$ cat src/asb_pkg.sv
// Purpose: shared constants and types of the acceleration sample buffer
// Assumes: one clock domain, samples arrive as a byte stream
// Notes:   sample bytes are packed with the first byte in the low bits

`default_nettype none

// ****************************************
// package
// ****************************************
package asb_pkg;

  localparam int unsigned BYTE_W        = 8;
  localparam int unsigned SMP_BYTES_HI  = 6;  // high resolution: x_l x_h y_l y_h z_l z_h
  localparam int unsigned SMP_BYTES_LO  = 3;  // low resolution: x y z
  localparam int unsigned SMP_W         = SMP_BYTES_HI * BYTE_W;
  localparam int unsigned IN_FIFO_DEPTH = 8;
  localparam int unsigned SMP_DEPTH     = 32;

  // buffer operating modes
  typedef enum logic [1:0] {
    ASB_MODE_FIFO,
    ASB_MODE_STREAM,
    ASB_MODE_TRIGGER,
    ASB_MODE_FILO
  } asb_mode_t;

  // one stored three-axis sample, first byte written in the low bits
  typedef struct packed {
    logic [7:0] z_h;
    logic [7:0] z_l;
    logic [7:0] y_h;
    logic [7:0] y_l;
    logic [7:0] x_h;
    logic [7:0] x_l;
  } asb_sample_t;

  // answer to a host sample read
  typedef struct packed {
    logic        valid;
    asb_sample_t sample;
  } asb_rd_rsp_t;

endpackage

`default_nettype wire

$ cat src/asb_sample_buffer.sv
// Purpose: mode-aware three-axis sample buffer (fifo, stream, trigger, filo)
// Assumes: sample bytes arrive in order through a valid/ready byte port
// Notes:   host reads take one whole sample per request

`timescale 1ns/10ps
`default_nettype none

// Behaviour
// - past the threshold, new samples keep being written sequentially (trigger: after trigger)
// - fifo mode, and trigger mode after trigger, drop new samples when full, contents kept
// - stream and filo modes discard the oldest sample to fit a new one when full
// - fifo, stream, trigger reads remove the oldest sample
// - filo reads remove only the newest sample
// - watermark is high while count is at or above a nonzero threshold
// - trigger mode before trigger keeps a fixed history by discarding oldest
// - after trigger, stop discarding and fill until full
// - high resolution samples are six bytes taken in order
module asb_sample_buffer #(
  parameter int unsigned DEPTH   = asb_pkg::SMP_DEPTH,
  parameter int unsigned IN_DPTH = asb_pkg::IN_FIFO_DEPTH,
  localparam int unsigned CW     = $clog2(DEPTH + 1),
  localparam int unsigned PW     = $clog2(DEPTH)
) (
  input  wire logic               clk_sys,
  input  wire logic               arst_n,
  input  wire asb_pkg::asb_mode_t mode,
  input  wire logic               res_high,
  input  wire logic [CW-1:0]      thresh,
  input  wire logic               clear,
  input  wire logic               trigger,
  input  wire logic               in_valid,
  input  wire logic [7:0]         in_byte,
  output logic                    in_ready,
  input  wire logic               rd_req,
  output asb_pkg::asb_rd_rsp_t    rd_rsp,
  output logic                    wmk,
  output logic                    full,
  output logic                    empty,
  output logic                    trig_seen,
  output logic [CW-1:0]           count
);

  // ****************************************
  // elaboration checks
  // ****************************************
  if (DEPTH < 2 || IN_DPTH < 2) begin : g_bad_param
    $error("asb_sample_buffer: DEPTH and IN_DPTH must be at least 2");
  end

  // wrap a pointer forward by n places
  function automatic logic [PW-1:0] ptr_add(input logic [PW-1:0] p, input logic [CW-1:0] n);
    logic [CW:0] s;
    s = (CW+1)'(p) + (CW+1)'(n);
    if (s >= (CW+1)'(DEPTH)) begin
      s = s - (CW+1)'(DEPTH);
    end
    return PW'(s);
  endfunction

  asb_pkg::asb_sample_t mem_r [DEPTH];
  logic [PW-1:0]        head_r;
  logic [CW-1:0]        count_r;
  logic                 trig_seen_r;
  logic [2:0]           byte_cnt_r;
  asb_pkg::asb_sample_t asm_r;
  asb_pkg::asb_rd_rsp_t rd_rsp_r;
  logic                 f_valid;
  logic [7:0]           f_byte;
  logic                 f_ready;
  logic                 pop;
  logic                 commit;
  logic [2:0]           last_idx;
  asb_pkg::asb_sample_t smp_in;
  logic                 thr_hit;
  logic                 wr_en;
  logic                 drop_old;
  logic                 rd_do;

  // ****************************************
  // byte intake
  // ****************************************
  asb_byte_fifo #(
    .WIDTH (asb_pkg::BYTE_W),
    .DEPTH (IN_DPTH)
  ) u_in_fifo (
    .clk_sys   (clk_sys),
    .arst_n    (arst_n),
    .in_valid  (in_valid),
    .in_data   (in_byte),
    .in_ready  (in_ready),
    .out_valid (f_valid),
    .out_data  (f_byte),
    .out_ready (f_ready)
  );

  // host reads and clears take the cycle, so intake stalls and never collides with them
  assign f_ready  = !rd_req && !clear;
  assign pop      = f_valid && f_ready;
  assign last_idx = res_high ? 3'(asb_pkg::SMP_BYTES_HI - 1) : 3'(asb_pkg::SMP_BYTES_LO - 1);
  assign commit   = pop && (byte_cnt_r == last_idx);

  // final byte merged in place so the sample commits on the same edge
  always_comb begin
    smp_in = asm_r;
    smp_in[byte_cnt_r*asb_pkg::BYTE_W +: asb_pkg::BYTE_W] = f_byte;
  end

  // assemble bytes in arrival order; a clear throws away a half sample
  always_ff @(posedge clk_sys or negedge arst_n) begin
    if (!arst_n) begin
      byte_cnt_r <= '0;
      asm_r      <= '0;
    end else if (clear) begin
      byte_cnt_r <= '0;
      asm_r      <= '0;
    end else if (pop) begin
      asm_r[byte_cnt_r*asb_pkg::BYTE_W +: asb_pkg::BYTE_W] <= f_byte;
      byte_cnt_r <= commit ? 3'd0 : byte_cnt_r + 3'd1;
      if (commit) begin
        asm_r <= '0;
      end
    end
  end

  // ****************************************
  // mode policy
  // ****************************************
  assign full    = (count_r == CW'(DEPTH));
  assign empty   = (count_r == '0);
  assign thr_hit = (thresh != '0) && (count_r >= thresh);

  // decide whether a finished sample is stored and whether the oldest goes
  always_comb begin
    wr_en    = 1'b0;
    drop_old = 1'b0;
    if (commit) begin
      unique case (mode)
        asb_pkg::ASB_MODE_FIFO: begin
          wr_en = !full;
        end
        asb_pkg::ASB_MODE_STREAM, asb_pkg::ASB_MODE_FILO: begin
          wr_en    = 1'b1;
          drop_old = full;
        end
        asb_pkg::ASB_MODE_TRIGGER: begin
          if (!trig_seen_r) begin
            wr_en    = 1'b1;
            drop_old = thr_hit || full;
          end else begin
            wr_en = !full;
          end
        end
      endcase
    end
  end

  assign rd_do = rd_req && !empty && !clear;

  // ****************************************
  // sample store
  // ****************************************
  // new sample lands just past the newest; when a full buffer drops the oldest that slot is reused
  always_ff @(posedge clk_sys) begin
    if (wr_en) begin
      mem_r[ptr_add(head_r, count_r)] <= asb_pkg::asb_sample_t'(smp_in);
    end
  end

  // head moves on a discard or an oldest-first read, never on a filo read
  always_ff @(posedge clk_sys or negedge arst_n) begin
    if (!arst_n) begin
      head_r <= '0;
    end else if (clear) begin
      head_r <= '0;
    end else if ((wr_en && drop_old) || (rd_do && mode != asb_pkg::ASB_MODE_FILO)) begin
      head_r <= ptr_add(head_r, CW'(1));
    end
  end

  // stored sample count
  always_ff @(posedge clk_sys or negedge arst_n) begin
    if (!arst_n) begin
      count_r <= '0;
    end else if (clear) begin
      count_r <= '0;
    end else if (rd_do) begin
      count_r <= count_r - CW'(1);
    end else if (wr_en && !drop_old) begin
      count_r <= count_r + CW'(1);
    end
  end

  // trigger latch; a trigger in the clear cycle still counts
  always_ff @(posedge clk_sys or negedge arst_n) begin
    if (!arst_n) begin
      trig_seen_r <= 1'b0;
    end else if (trigger && mode == asb_pkg::ASB_MODE_TRIGGER) begin
      trig_seen_r <= 1'b1;
    end else if (clear) begin
      trig_seen_r <= 1'b0;
    end
  end

  // ****************************************
  // host read port
  // ****************************************
  // filo reads the newest slot, others the oldest
  always_ff @(posedge clk_sys or negedge arst_n) begin
    if (!arst_n) begin
      rd_rsp_r <= '0;
    end else begin
      rd_rsp_r.valid <= rd_do;
      if (rd_do) begin
        rd_rsp_r.sample <= (mode == asb_pkg::ASB_MODE_FILO)
                         ? mem_r[ptr_add(head_r, count_r - CW'(1))]
                         : mem_r[head_r];
      end
    end
  end

  assign rd_rsp    = rd_rsp_r;
  assign wmk       = thr_hit;
  assign trig_seen = trig_seen_r;
  assign count     = count_r;
endmodule

`default_nettype wire

$ cat src/asb_byte_fifo.sv
// Purpose: small valid/ready staging fifo with a registered output stage
// Assumes: single clock, asynchronous active-low reset
// Notes:   holds DEPTH words in memory plus one in the output register

`timescale 1ns/10ps
`default_nettype none

module asb_byte_fifo #(
  parameter int unsigned WIDTH = 8,
  parameter int unsigned DEPTH = 8
) (
  input  wire logic             clk_sys,
  input  wire logic             arst_n,
  input  wire logic             in_valid,
  input  wire logic [WIDTH-1:0] in_data,
  output logic                  in_ready,
  output logic                  out_valid,
  output logic [WIDTH-1:0]      out_data,
  input  wire logic             out_ready
);

  localparam int unsigned AW = $clog2(DEPTH);

  // ****************************************
  // elaboration checks
  // ****************************************
  if (DEPTH < 2 || WIDTH < 1) begin : g_bad_param
    $error("asb_byte_fifo: DEPTH must be at least 2 and WIDTH at least 1");
  end

  logic [WIDTH-1:0] mem_r [DEPTH];
  logic [AW-1:0]    wp_r;
  logic [AW-1:0]    rp_r;
  logic [AW:0]      cnt_r;
  logic             out_valid_r;
  logic [WIDTH-1:0] out_data_r;
  logic             push;
  logic             load;

  // ****************************************
  // handshakes
  // ****************************************
  assign in_ready  = (cnt_r != (AW+1)'(DEPTH));  // honest full stalls the source
  assign push      = in_valid && in_ready;
  assign load      = (cnt_r != '0) && (!out_valid_r || out_ready);
  assign out_valid = out_valid_r;
  assign out_data  = out_data_r;

  // storage, no reset needed on data
  always_ff @(posedge clk_sys) begin
    if (push) begin
      mem_r[wp_r] <= in_data;
    end
  end

  // pointers and fill level
  always_ff @(posedge clk_sys or negedge arst_n) begin
    if (!arst_n) begin
      wp_r  <= '0;
      rp_r  <= '0;
      cnt_r <= '0;
    end else begin
      if (push) begin
        wp_r <= (wp_r == AW'(DEPTH - 1)) ? '0 : wp_r + AW'(1);
      end
      if (load) begin
        rp_r <= (rp_r == AW'(DEPTH - 1)) ? '0 : rp_r + AW'(1);
      end
      unique case ({push, load})
        2'b10:   cnt_r <= cnt_r + (AW+1)'(1);
        2'b01:   cnt_r <= cnt_r - (AW+1)'(1);
        default: cnt_r <= cnt_r;
      endcase
    end
  end

  // registered output stage
  always_ff @(posedge clk_sys or negedge arst_n) begin
    if (!arst_n) begin
      out_valid_r <= 1'b0;
      out_data_r  <= '0;
    end else if (load) begin
      out_valid_r <= 1'b1;
      out_data_r  <= mem_r[rp_r];
    end else if (out_ready) begin
      out_valid_r <= 1'b0;
    end
  end

endmodule

`default_nettype wire

$ cat config.mk
export PLATFORM = sky130hd
export DESIGN_NAME = asb_sample_buffer
export DESIGN_NICKNAME = d
export VERILOG_FILES = /design/src/asb_pkg.sv /design/src/asb_sample_buffer.sv /design/src/asb_byte_fifo.sv
export SDC_FILE = /design/constraint.sdc
export NUM_CORES = 2
export LEC_CHECK = 0
export ABC_CLOCK_PERIOD_IN_PS = 7740
export BUFFER_PORTS_ARGS = -buffer_cell sky130_fd_sc_hd__buf_2
export CAP_MARGIN = 20
export CORE_MARGIN = 2
export CORE_UTILIZATION = 35
export CTS_CLUSTER_DIAMETER = 120
export DETAILED_ROUTE_END_ITERATION = 6
export GPL_TIMING_DRIVEN = 0
export PLACE_DENSITY = 0.56
export SKIP_LAST_GASP = 1
export SYNTH_ARGS = -nofsm -noshare
export SYNTH_HDL_FRONTEND = slang
export SYNTH_SLANG_ARGS = --single-unit
$ cat constraint.sdc
create_clock -name clk_sys -period 7.74 [get_ports clk_sys]
set_clock_uncertainty 0.05 [all_clocks]
set_input_delay 1.161 -clock clk_sys [delete_from_list [all_inputs] [get_ports clk_sys]]
set_output_delay 1.161 -clock clk_sys [all_outputs]
set_load 0.02 [all_outputs]
==> reports/results.txt <==
Crit Path Class: reg2reg
fin nets: 4916
core footprint: 225000 um^2
max-cap check violation count: 0
CP most frequent cell: nand3_1
Tmin final: 7190 ps
area of the multi-input gates: 26600 um^2
Die Wd: 480 um
register area share after synthesis: 0.647
Post-synth EDFFs: 1600
Initial DRC Count: 7522
Root Driver: clkbuf_16
Startpoint Class: flip-flop
CTS tree: built
vias in the first global route: 48.9k
Synth Flop Type: edfxtp_1
via count: 49.9k
Via density: 6.21
Ports: 83
Mapped Avg Cell Area: 17.7 um^2
CTS Sinks: 1731
leading post-synthesis cells by cell area: edfxtp_1 61%, mux4_2 20%, dfrtp_1 4.1%, mux2i_1 2.6%, nand3_1 2.2%
gr usage total: 0.239
clock buffer depth: 3
full die area: 230000 um^2
Distinct cells, synth: 60
Mapped Area: 79300 um^2
Slew Limit Fails: 0
postcts setup bufs: 0
number of buffers added to fix hold violations after cts: 0
endpoints failing setup: 0
final instance area: 92000 um^2
GPL Wtd Cong: 0.865
top cell type's share of synthesized area: 0.606
largest delay contributor family on the critical path: buffers and inverters
Core Util, Final: 0.408
Final ANT Viol Nets: 0
largest net degree at the start of global routing: 76
Initial Utilization: 0.352
cts repair resizes: 0
flop2flop setup slack: 550 ps
# rows: 174
status: complete, but fails checks
top-count cell post-synth: edfxtp_1
GRT Residual Overflow: 0
Hold Crit Class: in2async
pwr/cell area: 371 nW/um^2
RSZ-0062 raised after global routing: false
largest fanout on the critical path: 10
crit path cell chain: buf_2, buf_2, buf_1, inv_1, fa_1, clkbuf_1, clkbuf_1, buf_1, mux4_2, nand2_1, nand3_1, nand3_1, nand3_1
area leader, netlist: edfxtp_1
Synth top cells by count: 1600 x edfxtp_1, 689 x mux4_2, 449 x nand2_1, 342 x nand3_1
Fill cells: 20.2k
total CTS buffers: 183
Worst setup EP type: flip-flop
Worst EP required: 8410 ps
failing checks: DRC
ys async rst share: 0.0757
Syn Inst Count: 4487
DRC: 3
Placed Instance Area: 85800 um^2
CP arrival: 7860 ps
syn_nets: 4541
Die H: 480 um
WL final: 280000 um
clk slew on worst S/H paths: 60 ps
layout cell share with drive strength beyond 1: 0.273
Worst-Margin Slew: 1270 ps
Fmax achieved: 139 MHz
Final Hold Fails: 0
Area growth syn-to-layout: 16.0%
CP bufs+invs: 7
htree depth: 4
FF+latch count, synth: 1731
relative slew slack: 0.155
drt first pass iters: 7
Critical-path top delay cell: buf_1
clk_lat worst skew: 870 ps
first-pass GRT wire length: 387000 um
slowest stage delay, CP: 900 ps
Routed wire per std cell: 34.8 um
Static Leak: 29.3 nW
Reg area: 51300 um^2
fin crit share: 0.929
Synth Warn #: 0
VDD IR-drop max: 0.276 mV
PortBufs: 81
initial antenna violation count: 21
HPWL reported at the end of detailed placement: 197000 um
setup_tns: 0 ps
[metrics by stage]
step / std cells / total power, W / setup WS [ps] / hold WS (ps)
floorplan: 4487 / 0.0196 / 2840 / 410
global placement: 7560 / 0.0250 / -1990 / 417
detailed placement: 7662 / 0.0253 / 763 / 426
CTS: 8009 / 0.0340 / 622 / 262
global route: 8020 / 0.0353 / 634 / 285
finish: 8033 / 0.0341 / 548 / 272
[kinds of logic (layout without fill, tap and decap cells)]
logic type	Yosys count	after routing	share of synthesized area
flip-flops	1731	1731	0.647
buffers and inverters	375	912	0.0212
adder cells (fa/ha/maj)	31	31	0.00518
XOR/XNOR	18	18	0.00208
AO/OA/AOI/OAI	493	493	0.0463
other	0	17	0
AND/OR/NAND/NOR	903	903	0.0504
multiplexers	936	936	0.228
[final timing paths]
kind | from | to | cells after the start
min in group clk_sys | asm_r[10]$_DFFE_PN0P_ | asm_r[10]$_DFFE_PN0P_ | 1
max reg2reg | head_r[1]$_DFFE_PN0P_ | rd_rsp[35]$_DFFE_PN0P_ | 13
max in group asynchronous | arst_n | byte_cnt_r[1]$_DFFE_PN0P_ | 2
min reg2reg | asm_r[10]$_DFFE_PN0P_ | asm_r[10]$_DFFE_PN0P_ | 1
max | head_r[1]$_DFFE_PN0P_ | rd_rsp[35]$_DFFE_PN0P_ | 13
min | arst_n | rd_rsp[0]$_DFFE_PN0P_ | 1
[power breakdown]
| group | internal [W] | switching (W) | total [W] | leakage, nW |
|---|---|---|---|---|
| sequential | 0.0105 | 0.000356 | 0.0109 | 16.3 |
| combinational | 0.00529 | 0.00916 | 0.0144 | 10.1 |
| clock | 0.00488 | 0.00392 | 0.00880 | 2.92 |
| total | 0.0207 | 0.0134 | 0.0341 | 29.3 |
[layout by cell type (no fill, tap or decap), drive strengths merged, types with 28 or more instances in the layout]
cell / instances
edfxtp: 1600
mux4: 689
clkbuf: 465
nand2: 449
nand3: 342
buf: 338
mux2i: 203
dfrtp: 131
a22oi: 96
a211oi: 89
clkinv: 70
a21oi: 64
nor2: 58
o221ai: 49
a32o: 49
o22ai: 47
mux2: 44
a22o: 42
o21ai: 29
ha: 28
inv: 28
[sequential cells by signal, indices dropped and copies added, names as in the netlist]
name	cells
asm_r	48
u_in_fifo.wp_r	3
mem_r	1536
u_in_fifo.rp_r	3
byte_cnt_r	3
rd_rsp	49
u_in_fifo.out_valid	1
count	6
u_in_fifo.mem_r	64
u_in_fifo.cnt_r	4
u_in_fifo.out_data	8
trig_seen	1
head_r	5
[final cells by class]
cell class              count  area share
flip-flops and latches   1731       0.558
multi-input cells        2381       0.290
clock buffers             261      0.0555
well taps                2992      0.0407
repair buffers            190      0.0273
plain buffers             352      0.0176
clock inverters            86     0.00981
inverters                  23    0.000939
diodes                     17    0.000463
[metal layers]
metal	up-vias	GRT usage	part of all wire
met5	-	0	0
met4	0	0.0956	0.042
met3	517	0.0540	0.11
met2	3245	0.375	0.46
met1	26600	0.324	0.39
li1	19500	-	-
[worst reg2reg max path, delay by kind of cell, from the launching register on]
kind                     cells  cell delay (ps)
flip-flops                   1              620
AND/OR/NAND/NOR              4              550
multiplexers                 1              470
adder cells (fa/ha/maj)      1              620
buffers and inverters        7             4720
Note: power is estimated with default switching activity, not from simulation.
